--- config.mk ---
export PLATFORM = sky130hd
export DESIGN_NAME = rls_rx_latched_status
export DESIGN_NICKNAME = d
export VERILOG_FILES = /design/src/rls_pkg.sv /design/src/rls_rx_latched_status.sv
export SDC_FILE = /design/constraint.sdc
export NUM_CORES = 1
export LEC_CHECK = 0
export BUFFER_PORTS_ARGS = -buffer_cell sky130_fd_sc_hd__buf_4
export CAP_MARGIN = 40
export CELL_PAD_IN_SITES_DETAIL_PLACEMENT = 1
export CELL_PAD_IN_SITES_GLOBAL_PLACEMENT = 1
export CORE_MARGIN = 2
export CORE_UTILIZATION = 43
export CTS_CLUSTER_SIZE = 10
export DETAILED_ROUTE_END_ITERATION = 12
export PLACE_DENSITY_LB_ADDON = 0.1
export SYNTH_ARGS = -nofsm -noshare
export SYNTH_HDL_FRONTEND = slang
export SYNTH_SLANG_ARGS = --single-unit
--- constraint.sdc ---
create_clock -name clk -period 3.91 [get_ports clk]
set_clock_uncertainty 0.1 [all_clocks]
set_input_delay 1.173 -clock clk [delete_from_list [all_inputs] [get_ports clk]]
set_output_delay 1.173 -clock clk [all_outputs]
set_load 0.01 [all_outputs]
--- src/rls_pkg.sv ---
// Package for the receive latched status flag bank: register map, bit layout,
// timing figures and the packed carriers that join the framer and HDLC inputs.
// Assumes one 40 MHz clock and a 32-bit APB register bus with word-aligned byte addressing.
package rls_pkg;

    // Register indices as printed; the APB byte address is four times the index.
    localparam logic [11:0] IDX_LATCHED_E1_TWO   = 12'h091;
    localparam logic [11:0] IDX_LATCHED_THREE    = 12'h092;
    localparam logic [11:0] IDX_LATCHED_FOUR     = 12'h093;
    localparam logic [11:0] IDX_LATCHED_HDLC     = 12'h094;
    localparam logic [11:0] IDX_LATCHED_SEVEN_T1 = 12'h096;
    localparam logic [11:0] IDX_LINE_CONTROL     = 12'h0a0;
    localparam logic [11:0] IDX_SIG_CHANGE_EN    = 12'h0a1;
    localparam logic [11:0] IDX_HDLC_FIFO_CTRL   = 12'h0a2;
    localparam logic [11:0] PORT_STRIDE_IDX      = 12'h200;
    localparam int          PORT_COUNT           = 4;

    // Reset values.
    localparam logic [7:0]  LATCHED_RESET        = 8'h00;
    localparam logic [7:0]  CONTROL_RESET        = 8'h00;
    localparam logic [31:0] SIG_EN_RESET         = 32'h0000_0000;
    localparam logic [5:0]  WATERMARK_RESET      = 6'h20;

    // Line control field positions.
    localparam int CTL_E1_MODE  = 0;
    localparam int CTL_ESF      = 1;
    localparam int CTL_CRC4_EN  = 2;
    localparam int CTL_CAS_EN   = 3;
    localparam int CTL_TIMER_1S = 4;
    localparam int CTL_MANUAL   = 5;

    // Status bit positions.
    localparam int B3_CLK_LOST_CLR = 7;
    localparam int B3_CLK_LOST_DET = 3;
    localparam int B4_FULL    = 7;
    localparam int B4_EMPTY   = 6;
    localparam int B4_SLIP    = 5;
    localparam int B4_SIGCHG  = 3;
    localparam int B4_ONESEC  = 2;
    localparam int B4_TIMER   = 1;
    localparam int B4_MF      = 0;
    localparam int B5_OVR     = 5;
    localparam int B5_OBT     = 4;
    localparam int B5_PE      = 3;
    localparam int B5_PS      = 2;
    localparam int B5_HWM     = 1;
    localparam int B5_NE      = 0;
    localparam int B2_ZEROS   = 2;
    localparam int B2_CRCMF   = 1;
    localparam int B2_ALIGN   = 0;
    localparam int B7_RAI_CI  = 5;

    // Timing figures and the clock period, all in picoseconds.
    localparam longint CLK_PERIOD_PS   = 25000;
    localparam longint CHAN_T1_PS      = 5181347;
    localparam longint CHAN_E1_PS      = 3906250;
    localparam longint ONE_SEC_PS      = 64'd1000000000000;
    localparam longint TIMER_T1_PS     = 64'd42000000000;
    localparam longint TIMER_E1_PS     = 64'd62500000000;
    localparam longint E1_MF_PS        = 2000000000;
    localparam longint ALIGN_PS        = 250000000;

    // A lost clock is a least time, so the cycle count rounds up.
    localparam logic [8:0] CHAN_T1_CYC = 9'((CHAN_T1_PS + CLK_PERIOD_PS - 1) / CLK_PERIOD_PS);
    localparam logic [8:0] CHAN_E1_CYC = 9'((CHAN_E1_PS + CLK_PERIOD_PS - 1) / CLK_PERIOD_PS);

    // Carriers from the framer and the HDLC receiver.
    typedef struct packed {
        logic spareMatch;
        logic loopDownMatch;
        logic loopUpMatch;
        logic distantMfAlarm;
        logic v52Present;
    } rls_line_cond_t;

    typedef struct packed {
        logic sigAllZeros;
        logic crcMfBoundary;
        logic casMfBoundary;
        logic t1MfBoundary;
        logic estoreFull;
        logic estoreEmpty;
        logic remoteAlarm;
        logic raiCiPattern;
    } rls_line_evt_t;

    typedef struct packed {
        logic       overrun;
        logic       openingNext;
        logic       packetEnd;
        logic       packetStart;
        logic [6:0] fifoLevel;
    } rls_hdlc_evt_t;

endpackage : rls_pkg

--- src/rls_rx_latched_status.sv ---
// Receive latched status flag bank for one port, with its APB slave.
// Assumes condition levels and event pulses arrive from logic on clk, except the
// receive clock pin, which is asynchronous and is synchronised here.
//
// The APB slave port was chosen for this implementation.
`timescale 1ns/1ps

module rls_rx_latched_status
    import rls_pkg::*;
#(
    parameter logic [1:0]  PORT_NUM     = 2'd0,
    parameter logic [31:0] ONE_SEC_CYC  = 32'(ONE_SEC_PS / CLK_PERIOD_PS),
    parameter logic [31:0] TIMER_T1_CYC = 32'(TIMER_T1_PS / CLK_PERIOD_PS),
    parameter logic [31:0] TIMER_E1_CYC = 32'(TIMER_E1_PS / CLK_PERIOD_PS),
    parameter logic [31:0] E1_MF_CYC    = 32'(E1_MF_PS / CLK_PERIOD_PS),
    parameter logic [31:0] ALIGN_CYC    = 32'(ALIGN_PS / CLK_PERIOD_PS)
) (
    input  wire logic           clk,
    input  wire logic           rst,
    input  wire logic           psel,
    input  wire logic           penable,
    input  wire logic           pwrite,
    input  wire logic [15:0]    paddr,
    input  wire logic [31:0]    pwdata,
    output logic      [31:0]    prdata,
    output logic                pready,
    output logic                pslverr,
    input  wire logic           rxClkPin,
    input  wire rls_line_cond_t lineCond,
    input  wire rls_line_evt_t  lineEvt,
    input  wire logic [31:0]    sigChangeChan,
    input  wire rls_hdlc_evt_t  hdlcEvt,
    output logic                rxClockLost
);

    ////////////////////////////////////////////////////////////////////////////
    // Shared arithmetic.

    // Free-running counter step: wraps to zero after the last count.
    function automatic logic [31:0] stepCount(input logic [31:0] cnt, input logic [31:0] last);
        stepCount = (cnt >= last) ? 32'h0000_0000 : cnt + 32'h0000_0001;
    endfunction : stepCount

    // A latched byte keeps old bits unless cleared, and a new set always wins.
    function automatic logic [7:0] latch(input logic [7:0] cur, input logic [7:0] set, input logic clr);
        latch = (clr ? 8'h00 : cur) | set;
    endfunction : latch

    ////////////////////////////////////////////////////////////////////////////
    // APB decode. The port's bank sits at PORT_NUM times the stride.

    logic [11:0] wordIdx;
    logic [11:0] localIdx;
    logic        apbAccess;
    logic        apbRead;
    logic        apbWrite;
    logic        hitE1Two;
    logic        hitThree;
    logic        hitFour;
    logic        hitHdlc;
    logic        hitSeven;
    logic        hitCtl;
    logic        hitSigEn;
    logic        hitFifoCtl;

    // Word index of the access, relative to this port's bank.
    assign wordIdx   = paddr[13:2];
    assign localIdx  = wordIdx - 12'(PORT_NUM * PORT_STRIDE_IDX);
    assign apbAccess = psel & penable;
    assign apbRead   = apbAccess & ~pwrite;
    assign apbWrite  = apbAccess & pwrite;
    assign pready    = 1'b1;

    // Address decoding as a priority chain; unmatched addresses raise pslverr.
    always_comb begin
        hitE1Two   = 1'b0;
        hitThree   = 1'b0;
        hitFour    = 1'b0;
        hitHdlc    = 1'b0;
        hitSeven   = 1'b0;
        hitCtl     = 1'b0;
        hitSigEn   = 1'b0;
        hitFifoCtl = 1'b0;
        if (paddr[1:0] != 2'h0 || paddr[15:14] != 2'h0) begin
            hitCtl = 1'b0;
        end else if (localIdx == IDX_LATCHED_E1_TWO) begin
            hitE1Two = 1'b1;
        end else if (localIdx == IDX_LATCHED_THREE) begin
            hitThree = 1'b1;
        end else if (localIdx == IDX_LATCHED_FOUR) begin
            hitFour = 1'b1;
        end else if (localIdx == IDX_LATCHED_HDLC) begin
            hitHdlc = 1'b1;
        end else if (localIdx == IDX_LATCHED_SEVEN_T1) begin
            hitSeven = 1'b1;
        end else if (localIdx == IDX_LINE_CONTROL) begin
            hitCtl = 1'b1;
        end else if (localIdx == IDX_SIG_CHANGE_EN) begin
            hitSigEn = 1'b1;
        end else if (localIdx == IDX_HDLC_FIFO_CTRL) begin
            hitFifoCtl = 1'b1;
        end
    end

    ////////////////////////////////////////////////////////////////////////////
    // Software-written configuration.

    logic [7:0]  control_q;
    logic [31:0] sigEnable_q;
    logic [5:0]  watermark_q;
    logic        manualLatch;
    logic        e1Mode;

    // Manual latch is a write-one pulse; it is not stored.
    assign manualLatch = apbWrite & hitCtl & pwdata[CTL_MANUAL];
    assign e1Mode      = control_q[CTL_E1_MODE];

    // Configuration registers, written at the APB access edge.
    always_ff @(posedge clk) begin
        if (rst) begin
            control_q   <= CONTROL_RESET;
            sigEnable_q <= SIG_EN_RESET;
            watermark_q <= WATERMARK_RESET;
        end else if (apbWrite) begin
            if (hitCtl) begin
                control_q <= {3'h0, pwdata[4:0]};
            end
            if (hitSigEn) begin
                sigEnable_q <= pwdata;
            end
            if (hitFifoCtl) begin
                watermark_q <= pwdata[5:0];
            end
        end
    end

    ////////////////////////////////////////////////////////////////////////////
    // Receive clock watchdog. The pin is asynchronous, so it passes three
    // flip-flops and a level change counts once the last two agree.

    logic       clkSync1_q;
    logic       clkSync2_q;
    logic       clkSync3_q;
    logic       clkLevel_q;
    logic [8:0] silentCnt_q;
    logic [8:0] chanCyc;
    logic       clkToggle;

    assign chanCyc   = e1Mode ? CHAN_E1_CYC : CHAN_T1_CYC;
    assign clkToggle = (clkSync2_q == clkSync3_q) && (clkSync3_q != clkLevel_q);

    // Synchroniser and filtered level.
    always_ff @(posedge clk) begin
        if (rst) begin
            clkSync1_q <= 1'b0;
            clkSync2_q <= 1'b0;
            clkSync3_q <= 1'b0;
            clkLevel_q <= 1'b0;
        end else begin
            clkSync1_q <= rxClkPin;
            clkSync2_q <= clkSync1_q;
            clkSync3_q <= clkSync2_q;
            if (clkSync2_q == clkSync3_q) begin
                clkLevel_q <= clkSync3_q;
            end
        end
    end

    // Silence counter; the condition holds once a channel time passes unchanged.
    always_ff @(posedge clk) begin
        if (rst) begin
            silentCnt_q <= 9'h000;
            rxClockLost <= 1'b0;
        end else if (clkToggle) begin
            silentCnt_q <= 9'h000;
            rxClockLost <= 1'b0;
        end else if (silentCnt_q >= chanCyc) begin
            rxClockLost <= 1'b1;
        end else begin
            silentCnt_q <= silentCnt_q + 9'h001;
        end
    end

    ////////////////////////////////////////////////////////////////////////////
    // Free-running interval timers.

    logic [31:0] secCnt_q;
    logic [31:0] timerCnt_q;
    logic [31:0] mfCnt_q;
    logic [31:0] alignCnt_q;
    logic [31:0] timerLast;
    logic        secTick;
    logic        shortTick;
    logic        freeMfTick;
    logic        alignTick;

    assign timerLast  = e1Mode ? TIMER_E1_CYC - 32'h1 : TIMER_T1_CYC - 32'h1;
    assign secTick    = (secCnt_q == ONE_SEC_CYC - 32'h1);
    assign shortTick  = (timerCnt_q >= timerLast);
    assign freeMfTick = (mfCnt_q == E1_MF_CYC - 32'h1);
    assign alignTick  = (alignCnt_q == ALIGN_CYC - 32'h1);

    // The 2ms counter stands in for missing CRC-4 or CAS boundaries.
    always_ff @(posedge clk) begin
        if (rst) begin
            secCnt_q   <= 32'h0000_0000;
            timerCnt_q <= 32'h0000_0000;
            mfCnt_q    <= 32'h0000_0000;
            alignCnt_q <= 32'h0000_0000;
        end else begin
            secCnt_q   <= stepCount(secCnt_q, ONE_SEC_CYC - 32'h1);
            timerCnt_q <= stepCount(timerCnt_q, timerLast);
            mfCnt_q    <= stepCount(mfCnt_q, E1_MF_CYC - 32'h1);
            alignCnt_q <= stepCount(alignCnt_q, ALIGN_CYC - 32'h1);
        end
    end

    ////////////////////////////////////////////////////////////////////////////
    // Event sources for each latched register.

    logic [3:0] cond;
    logic [3:0] condPrev_q;
    logic [7:0] setTwo;
    logic [7:0] setThree;
    logic [7:0] setFour;
    logic [7:0] setHdlc;
    logic [7:0] setSeven;
    logic       aboveMark;
    logic       aboveMark_q;
    logic       notEmpty_q;
    logic       timerEvt;

    // Condition vector per mode: clock lost, then spare or nothing, then two codes.
    assign cond = e1Mode ? {rxClockLost, 1'b0, lineCond.v52Present, lineCond.distantMfAlarm}
                         : {rxClockLost, lineCond.spareMatch, lineCond.loopDownMatch, lineCond.loopUpMatch};

    // Previous condition levels for edge detection.
    always_ff @(posedge clk) begin
        if (rst) begin
            condPrev_q  <= 4'h0;
            aboveMark_q <= 1'b0;
            notEmpty_q  <= 1'b0;
        end else begin
            condPrev_q  <= cond;
            aboveMark_q <= aboveMark;
            notEmpty_q  <= (hdlcEvt.fifoLevel != 7'h00);
        end
    end

    assign aboveMark = (hdlcEvt.fifoLevel > {1'b0, watermark_q});
    assign setThree  = {~cond & condPrev_q, cond & ~condPrev_q};
    assign timerEvt  = manualLatch | (control_q[CTL_TIMER_1S] ? secTick : shortTick);

    // E1 second status: all-zeros, CRC-4 multiframe and align frame.
    assign setTwo = {5'h00,
                     e1Mode & lineEvt.sigAllZeros,
                     e1Mode & (control_q[CTL_CRC4_EN] ? lineEvt.crcMfBoundary : freeMfTick),
                     e1Mode & alignTick};

    // Elastic store, signaling change, timers and multiframe.
    assign setFour = {lineEvt.estoreFull, lineEvt.estoreEmpty,
                      lineEvt.estoreFull | lineEvt.estoreEmpty, 1'b0,
                      |(sigChangeChan & sigEnable_q),
                      secTick,
                      timerEvt,
                      e1Mode ? (control_q[CTL_CAS_EN] ? lineEvt.casMfBoundary : freeMfTick)
                             : lineEvt.t1MfBoundary};

    // HDLC receiver events.
    assign setHdlc = {2'h0, hdlcEvt.overrun,
                      hdlcEvt.openingNext, hdlcEvt.packetEnd, hdlcEvt.packetStart,
                      aboveMark & ~aboveMark_q,
                      (hdlcEvt.fifoLevel != 7'h00) & ~notEmpty_q};

    // RAI-CI only counts in T1 ESF framing while a remote alarm is present.
    assign setSeven = {2'h0, ~e1Mode & control_q[CTL_ESF] & lineEvt.remoteAlarm & lineEvt.raiCiPattern, 5'h00};

    ////////////////////////////////////////////////////////////////////////////
    // Latched registers: sticky until read, and a set beats the read clear.

    logic [7:0] latTwo_q;
    logic [7:0] latThree_q;
    logic [7:0] latFour_q;
    logic [7:0] latHdlc_q;
    logic [7:0] latSeven_q;

    always_ff @(posedge clk) begin
        if (rst) begin
            latTwo_q   <= LATCHED_RESET;
            latThree_q <= LATCHED_RESET;
            latFour_q  <= LATCHED_RESET;
            latHdlc_q  <= LATCHED_RESET;
            latSeven_q <= LATCHED_RESET;
        end else begin
            latTwo_q   <= latch(latTwo_q, setTwo, apbRead & hitE1Two);
            latThree_q <= latch(latThree_q, setThree, apbRead & hitThree);
            latFour_q  <= latch(latFour_q, setFour, apbRead & hitFour);
            latHdlc_q  <= latch(latHdlc_q, setHdlc, apbRead & hitHdlc);
            latSeven_q <= latch(latSeven_q, setSeven, apbRead & hitSeven);
        end
    end

    ////////////////////////////////////////////////////////////////////////////
    // Read data mux; zero wait states, so data is combinational from flops and the FIFO level input.

    always_comb begin
        prdata  = 32'h0000_0000;
        pslverr = 1'b0;
        if (hitE1Two) begin
            prdata = {24'h0, latTwo_q};
        end else if (hitThree) begin
            prdata = {24'h0, latThree_q};
        end else if (hitFour) begin
            prdata = {24'h0, latFour_q};
        end else if (hitHdlc) begin
            prdata = {24'h0, latHdlc_q};
        end else if (hitSeven) begin
            prdata = {24'h0, latSeven_q};
        end else if (hitCtl) begin
            prdata = {23'h0, rxClockLost, control_q};
        end else if (hitSigEn) begin
            prdata = sigEnable_q;
        end else if (hitFifoCtl) begin
            prdata = {18'h0, hdlcEvt.fifoLevel, 1'b0, watermark_q};
        end else begin
            pslverr = psel & penable;
        end
    end
endmodule : rls_rx_latched_status

### Word level (Yosys, flattened, before mapping)

Index checks and enable logic that the tools add are counted.

| storage, ports and cells | value |
|---|---|
| logic and storage cells | 165 |
| memories kept | 0 |
| register bits after elaboration | 231 |
| output and inout port bits | 35 |
| memory bits (read-only) | 0 |
| bits in writable memories | 0 |
| bits in latches | 0 |
| input port bits | 110 |

| operators by class | value |
|---|---|
| divide/modulo/power cells | 0 |
| $mul | 0 |
| bitwise operators | 34 |
| muxes and demuxes | 72 |
| reduce and logical (&&, ||, !) cells | 14 |
| eq/ne operators | 13 |
| shift-type cells | 0 |
| magnitude comparators | 6 |
| $add $sub $neg | 5 |

Operators by type and width:

| operator | count |
|---|---|
| $mux W32 | 7 |
| $add A32 B1 Y32 const B | 4 |
| $eq A12 B8 Y1 const B | 8 |
| $mux W1 | 56 |
| $mux W8 | 5 |
| $and A32 B32 Y32 | 1 |
| $eq A32 B14 Y1 const B | 1 |
| $eq A32 B17 Y1 const B | 1 |
| $eq A32 B26 Y1 const B | 1 |
| $ge A32 B14 Y1 const B | 1 |
| $ge A32 B17 Y1 const B | 1 |
| $ge A32 B22 Y1 | 1 |
| $ge A32 B26 Y1 const B | 1 |
| $reduce_or A32 Y1 | 1 |
| $mux W22 | 1 |
| $and A1 B1 Y1 | 18 |
| $or A8 B6 Y8 | 2 |
| $or A8 B8 Y8 | 2 |
| $mux W14 | 1 |
| $reduce_or A2 Y1 | 5 |
| $add A9 B1 Y9 const B | 1 |
| $ge A9 B8 Y1 | 1 |
| $and A4 B4 Y4 | 2 |
| $not A4 Y4 | 2 |
| 13 further kinds | 20 |

### Logic depth before layout (Yosys ltp)

| depth | value |
|---|---|
| depth in word-level cells | 18 |
| gate-level depth with buffers | 10 |
| depth with buffers taken out | 8 |

### Worst setup path before layout

No wires, ideal clock.

| timing path | value |
|---|---|
| kind | input to output |
| from | input paddr[5] |
| to | output prdata[0] |
| path buffers | 0 |
| stages | 5 |
| arrival time | 2509 ps |
| path slack | 128 ps |
| data required time | 2637 ps |
| cell sequence | nor4b_1 nand4_1 nor2_1 a221oi_1 o21ai_0 |

| on the way | value |
|---|---|
| word-level cells in the longest chain between the ends | 18 |
| elaborated cells between the ends (all ways) | 60 |
| classes of those cells | eq/ne (8); mux (52) |

Ends and longest elaborated chain:

| element | line | source |
|---|---|---|
| start: declaration | rls_rx_latched_status.sv:23 | `input wire logic [15:0] paddr,` |
| $eq A12 B8 Y1 | rls_rx_latched_status.sv:100 | `end else if (localIdx == IDX_HDLC_FIFO_CTRL) begin` |
| $mux W1 | rls_rx_latched_status.sv:100 |  |
| $mux W1 | rls_rx_latched_status.sv:98 | `end else if (localIdx == IDX_SIG_CHANGE_EN) begin` |
| $mux W1 | rls_rx_latched_status.sv:96 | `end else if (localIdx == IDX_LINE_CONTROL) begin` |
| $mux W1 | rls_rx_latched_status.sv:94 | `end else if (localIdx == IDX_LATCHED_SEVEN_T1) begin` |
| $mux W1 | rls_rx_latched_status.sv:92 | `end else if (localIdx == IDX_LATCHED_HDLC) begin` |
| $mux W1 | rls_rx_latched_status.sv:90 | `end else if (localIdx == IDX_LATCHED_FOUR) begin` |
| $mux W1 | rls_rx_latched_status.sv:88 | `end else if (localIdx == IDX_LATCHED_THREE) begin` |
| [... 2 more ...] | -- |  |
| $mux W14 | rls_rx_latched_status.sv:323 | `end else if (hitFifoCtl) begin` |
| $mux W32 | rls_rx_latched_status.sv:321 | `end else if (hitSigEn) begin` |
| $mux W32 | rls_rx_latched_status.sv:319 | `end else if (hitCtl) begin` |
| $mux W32 | rls_rx_latched_status.sv:317 | `end else if (hitSeven) begin` |
| $mux W32 | rls_rx_latched_status.sv:315 | `end else if (hitHdlc) begin` |
| $mux W32 | rls_rx_latched_status.sv:313 | `end else if (hitFour) begin` |
| $mux W32 | rls_rx_latched_status.sv:311 | `end else if (hitThree) begin` |
| $mux W32 (*) | rls_rx_latched_status.sv:309 | `if (hitE1Two) begin` |
| end: declaration | rls_rx_latched_status.sv:25 | `output logic [31:0] prdata,` |

Every way passes the cells marked *; elsewhere a longest branch is shown, timed or not.

### Worst setup path in the final report

| timing path | value |
|---|---|
| from | input paddr[14] |
| to | output prdata[7] |

| on the way | value |
|---|---|
| word-level cells in the longest chain between the ends | 11 |
| elaborated cells between the ends (all ways) | 18 |
| classes of those cells | mux (16); reduce/logical (2) |

Ends and longest elaborated chain:

| element | line | source |
|---|---|---|
| $reduce_bool A2 Y1 (*) | rls_rx_latched_status.sv:84 | `if (paddr[1:0] != 2'h0 \|\| paddr[15:14] != 2'h0) begin` |
| $logic_or A1 B1 Y1 (*) | rls_rx_latched_status.sv:84 |  |
| $mux W1 | rls_rx_latched_status.sv:84 |  |
| $mux W14 | rls_rx_latched_status.sv:323 |  |
| $mux W32 | rls_rx_latched_status.sv:321 |  |
| $mux W32 | rls_rx_latched_status.sv:319 |  |
| $mux W32 | rls_rx_latched_status.sv:317 |  |
| $mux W32 | rls_rx_latched_status.sv:315 |  |
| $mux W32 | rls_rx_latched_status.sv:313 |  |
| $mux W32 | rls_rx_latched_status.sv:311 |  |
| $mux W32 (*) | rls_rx_latched_status.sv:309 |  |

Marks and branches as above.

==> impl.org <==
** Placed design
- Weighted congestion at the end of routability-driven global placement :: 0.826
- After legalization and detailed placement, the total HPWL measured 20400 um.
- Area after detailed placement :: 0.0110 mm2
- Timing analysis after detailed placement gives a worst setup slack of -0.154 ns.
- The count of buffers added on input and output ports is 143.

** Floorplan
- Vertical extent of the die :: 151 um
- 145 I/O pins were placed.
- Initial standard-cell utilization of the core :: 44.0%
- Die Area :: 0.0228 mm2
- Core Footprint :: 0.0212 mm2
- The floorplan has 53 rows.
- The die is 151 um wide.

** Yosys
- Sequential elements use 46.4% of the synthesized area.
- The synthesized design spends more area on one cell type than any other, namely sky130_fd_sc_hd__dfxtp_1.
- After synthesis, the share of flip-flops with an asynchronous set or reset is 0%.
- Count of warnings emitted by yosys :: 0
- After synthesis, the mean cell area works out to 8.83 um2.
- Most frequently used flop master after synthesis :: sky130_fd_sc_hd__dfxtp_1
- By area the synthesized netlist is led by sky130_fd_sc_hd__dfxtp_1 (46%), sky130_fd_sc_hd__nor2_1 (6.0%), sky130_fd_sc_hd__nand2_1 (5.0%).
- Number of synthesized flops with an enable pin :: 0
- The synthesized design contains 216 register bits.
- The cell count after synthesis came out at 1054.
- Synthesis instantiated 62 different standard cells from the library.
- The synthesized netlist occupies a cell area of 0.00931 mm2.
- The share of synthesized area in the top cell type comes to ~46%.

** Pwr
- Summing internal, switching and leakage power gives 4.50 mW.
- VDD sags by at most 0.326 mV.
- Ratio of total power to cell area :: 379 mW/mm2
- In this run the static leakage power is ~4.7 nW.

** STA
- Headroom to the max-slew limit came out at a little under three fifths.
- Share of the clock period used by the worst path after layout :: 103%
- Subtracting the final worst setup slack from the clock period gives 4.04 ns.
- Setup violations remaining at the end of the flow were counted as 10.
- Setup repair after global routing could not meet its margin everywhere.
- The number of endpoints with negative hold slack in the final report is 0.
- Pins over their slew limit :: 0
- Setup slack on the critical path of the routed design comes to -0.129 ns.
- Slew at the pin with the worst max-slew slack :: between 0.6 and 0.7 ns
- Maximum operating frequency :: 248 MHz
- Hold is met by 0.334 ns.

** CTS
- The clock passes through at most 3 buffers.
- Total of hold buffers inserted after clock tree synthesis :: 0
- Clock latency at the later pin of the worst-skew pair :: a little over 0.5 ns
- Clk root buf :: sky130_fd_sc_hd__clkbuf_16
- Deepest level of the CTS H-tree :: 1
- Sink count of the clock tree :: 216
- Clock transition at the register clock pins on the worst setup and hold paths after CTS :: around 0.05 ns
- The number of clock buffers added by TritonCTS is 25.
- TritonCTS built the clock tree.

** Route
- Number of search-and-repair iterations in the first detailed-routing pass :: 5
- Total wire length after detailed routing :: 27900 um
- The detail route stage leaves a number of antenna-violating nets equal to 0.
- After detailed routing, the number of remaining DRC violations is 0.
- Dividing the detail-routed wire length by the instance count gives 18.0 um.
- Routed via count :: 8423
- Number of DRC markers in iteration 0 :: 398
- In the routed layout, each cell is associated on average with a via count of 5.42.

** Cells and area
- Synthesis-to-layout area growth :: 27.5%
- Leaving out fill and tap cells, the most frequent cell in the layout is sky130_fd_sc_hd__dfxtp_1.
- The filler cells instantiated in the layout total roughly 2.6k.
- Final standard cell area without fillers :: between 0.01 and 0.015 mm2
- Cells with a size suffix above 1 make up between 10% and 20% of the layout.
- In the final layout, the multi-input gates occupy 0.00494 mm2.
- In the final design database the tool counted 1415 nets.
- Registers take 0.00432 mm2.
- The library cells used most frequently in the layout, excluding fill and tap cells, are sky130_fd_sc_hd__dfxtp_1 (216), sky130_fd_sc_hd__buf_4 (173), sky130_fd_sc_hd__nor2_1 (146).

** Critical path
- Setup crit start kind :: input pin
- Setup slack on the worst reg-to-reg path comes out at roughly 0.78 ns.
- Counting cells, the worst reg-to-reg path comes to 9.
- At the worst endpoint, the required time is about 2.6 ns.
- At the worst endpoint, the arrival time is 2.77 ns.
- In this run the critical register-to-register path is launched from control_q[0]$_SDFFE_PP0P_.
- Crit. End Element :: primary output
- Along the worst path, the maximum fanout reaches 5.
- Destination of the worst register-to-register timing path :: timerCnt_q[5]$_SDFF_PP0_
- WS Path Type :: in -> out

** Global routing
- Pin count of the biggest net entering global routing :: 43
- The number of antenna violations at the first check in global routing is 0.
- GR Util All Layers :: 24.2%
- Final global-route overflow total :: 0
- The via count of the first global-routing pass was about 8.4k.
- Wire length of the first global-routing pass :: 43700 um

** Run status
- The checks that failed: negative setup slack.
- Run status :: finished, violations left

** Min path
- Critical hold path startpoint :: clkSync1_q$_SDFF_PP0_
- Path type of the worst min-delay path :: reg -> reg
- Worst Hold Path EP :: clkSync2_q$_SDFF_PP0_
- Counting instances, the worst hold path has a depth of 1.

** Job
- Max-cap violations in this run came to 0.
-- final cells by class --
cell class / instances / share of cell area, %
clock inverter: 1 / 0.0738
clock buffer: 28 / 5.45
tap: 275 / 2.90
multi-input combinational: 816 / 41.7
sequential: 216 / 36.4
antenna: 1 / 0.0211
timing repair buffer: 188 / 12.5
inverter: 30 / 0.949
-- flip-flops by register name, indices dropped and copies added, names as in the netlist, 3 cells and up --
signal / count
latThree_q: 8
latFour_q: 7
control_q: 5
condPrev_q: 4
silentCnt_q: 9
latHdlc_q: 6
timerCnt_q: 32
alignCnt_q: 32
sigEnable_q: 32
latTwo_q: 3
watermark_q: 6
secCnt_q: 32
mfCnt_q: 32
-- worst max-delay path by stage --
stage / endpoint / slack (ns) / from
after floorplan: prdata[0] / 0.13 / paddr[5]
after global placement: prdata[4] / -0.11 / paddr[1]
after detailed placement: prdata[4] / -0.15 / paddr[1]
after CTS: prdata[7] / -0.04 / paddr[8]
after global routing: prdata[7] / -0.26 / paddr[8]
final: prdata[7] / -0.13 / paddr[14]
-- power by group --
part	leakage [nW]	internal (mW)	total, mW	switching [mW]
logic	2.57	0.123	0.241	0.118
clock network	0.322	1.15	1.98	0.835
registers	1.77	2.25	2.27	0.0225
-- routing by layer --
layer  GRT usage (%)  routed length (um)  vias up
li1                -                   -     4092
met1            30.5               12200     4085
met2            43.5               13700      209
met3            3.95                1610       37
met4            5.65                 486        0
met5               0                   0        -
-- logic make-up after synthesis --
logic type               count (synthesis)  share of synthesized area (%)
AND/OR/NAND/NOR                        480                           25.9
flip-flops                             216                           46.4
AO/OA/AOI/OAI                          165                           11.3
XOR/XNOR                                75                           7.06
buffers and inverters                   69                           3.44
adder cells (fa/ha/maj)                 28                           3.76
multiplexers                            19                           2.06
other                                    2                         0.0807
-- worst max-delay path, stage by stage --
cell and delay, ns:
sky130_fd_sc_hd__buf_6 0.10, sky130_fd_sc_hd__nor4_4 0.27, sky130_fd_sc_hd__buf_4 0.19, sky130_fd_sc_hd__buf_4 0.11, sky130_fd_sc_hd__and4_1 0.30, sky130_fd_sc_hd__a222oi_1 0.13, sky130_fd_sc_hd__a211oi_1 0.22, sky130_fd_sc_hd__buf_4 0.16
sky130_fd_sc_hd__buf_4 0.11
-- synth_stat cells, types with 4 or more instances --
library cell,n
sky130_fd_sc_hd__mux2i_1,18
sky130_fd_sc_hd__dfxtp_1,216
sky130_fd_sc_hd__o21ai_0,20
sky130_fd_sc_hd__a22oi_1,18
sky130_fd_sc_hd__o22ai_1,6
sky130_fd_sc_hd__ha_1,28
sky130_fd_sc_hd__nor2b_1,6
sky130_fd_sc_hd__a211oi_1,6
sky130_fd_sc_hd__buf_6,4
sky130_fd_sc_hd__a21oi_1,68
sky130_fd_sc_hd__nor3_1,37
sky130_fd_sc_hd__nor4_1,18
sky130_fd_sc_hd__a31oi_1,4
sky130_fd_sc_hd__and3_1,35
sky130_fd_sc_hd__buf_2,9
sky130_fd_sc_hd__clkbuf_1,21
sky130_fd_sc_hd__a22o_1,8
sky130_fd_sc_hd__inv_1,30
sky130_fd_sc_hd__nand2_1,124
sky130_fd_sc_hd__o211ai_1,7
sky130_fd_sc_hd__nand3_1,40
sky130_fd_sc_hd__o31ai_1,4
sky130_fd_sc_hd__nor2_4,8
sky130_fd_sc_hd__and4_1,9
sky130_fd_sc_hd__xor2_1,37
sky130_fd_sc_hd__a21o_1,5
sky130_fd_sc_hd__a221oi_1,8
sky130_fd_sc_hd__xnor2_1,38
sky130_fd_sc_hd__nand4_1,24
sky130_fd_sc_hd__nor2_1,148
-- through the flow --
stage	util, %	instances	TNS (ns)
after floorplan	-	1101	0
after CTS	55.7	1551	-0.274
after global placement	52.0	1518	-0.578
after global routing	56.1	1554	-2.06
final	56.1	1555	-0.587
after detailed placement	52.2	1520	-1.95
-- what timing repair did --
action                     4_1_cts  5_1_grt
pin swaps                       10        8
buffers inserted                 2        3
setup endpoints to repair       32       32
resized for setup               20       16
hold endpoints to repair         0        0
Power figures use the tool's default switching activity.
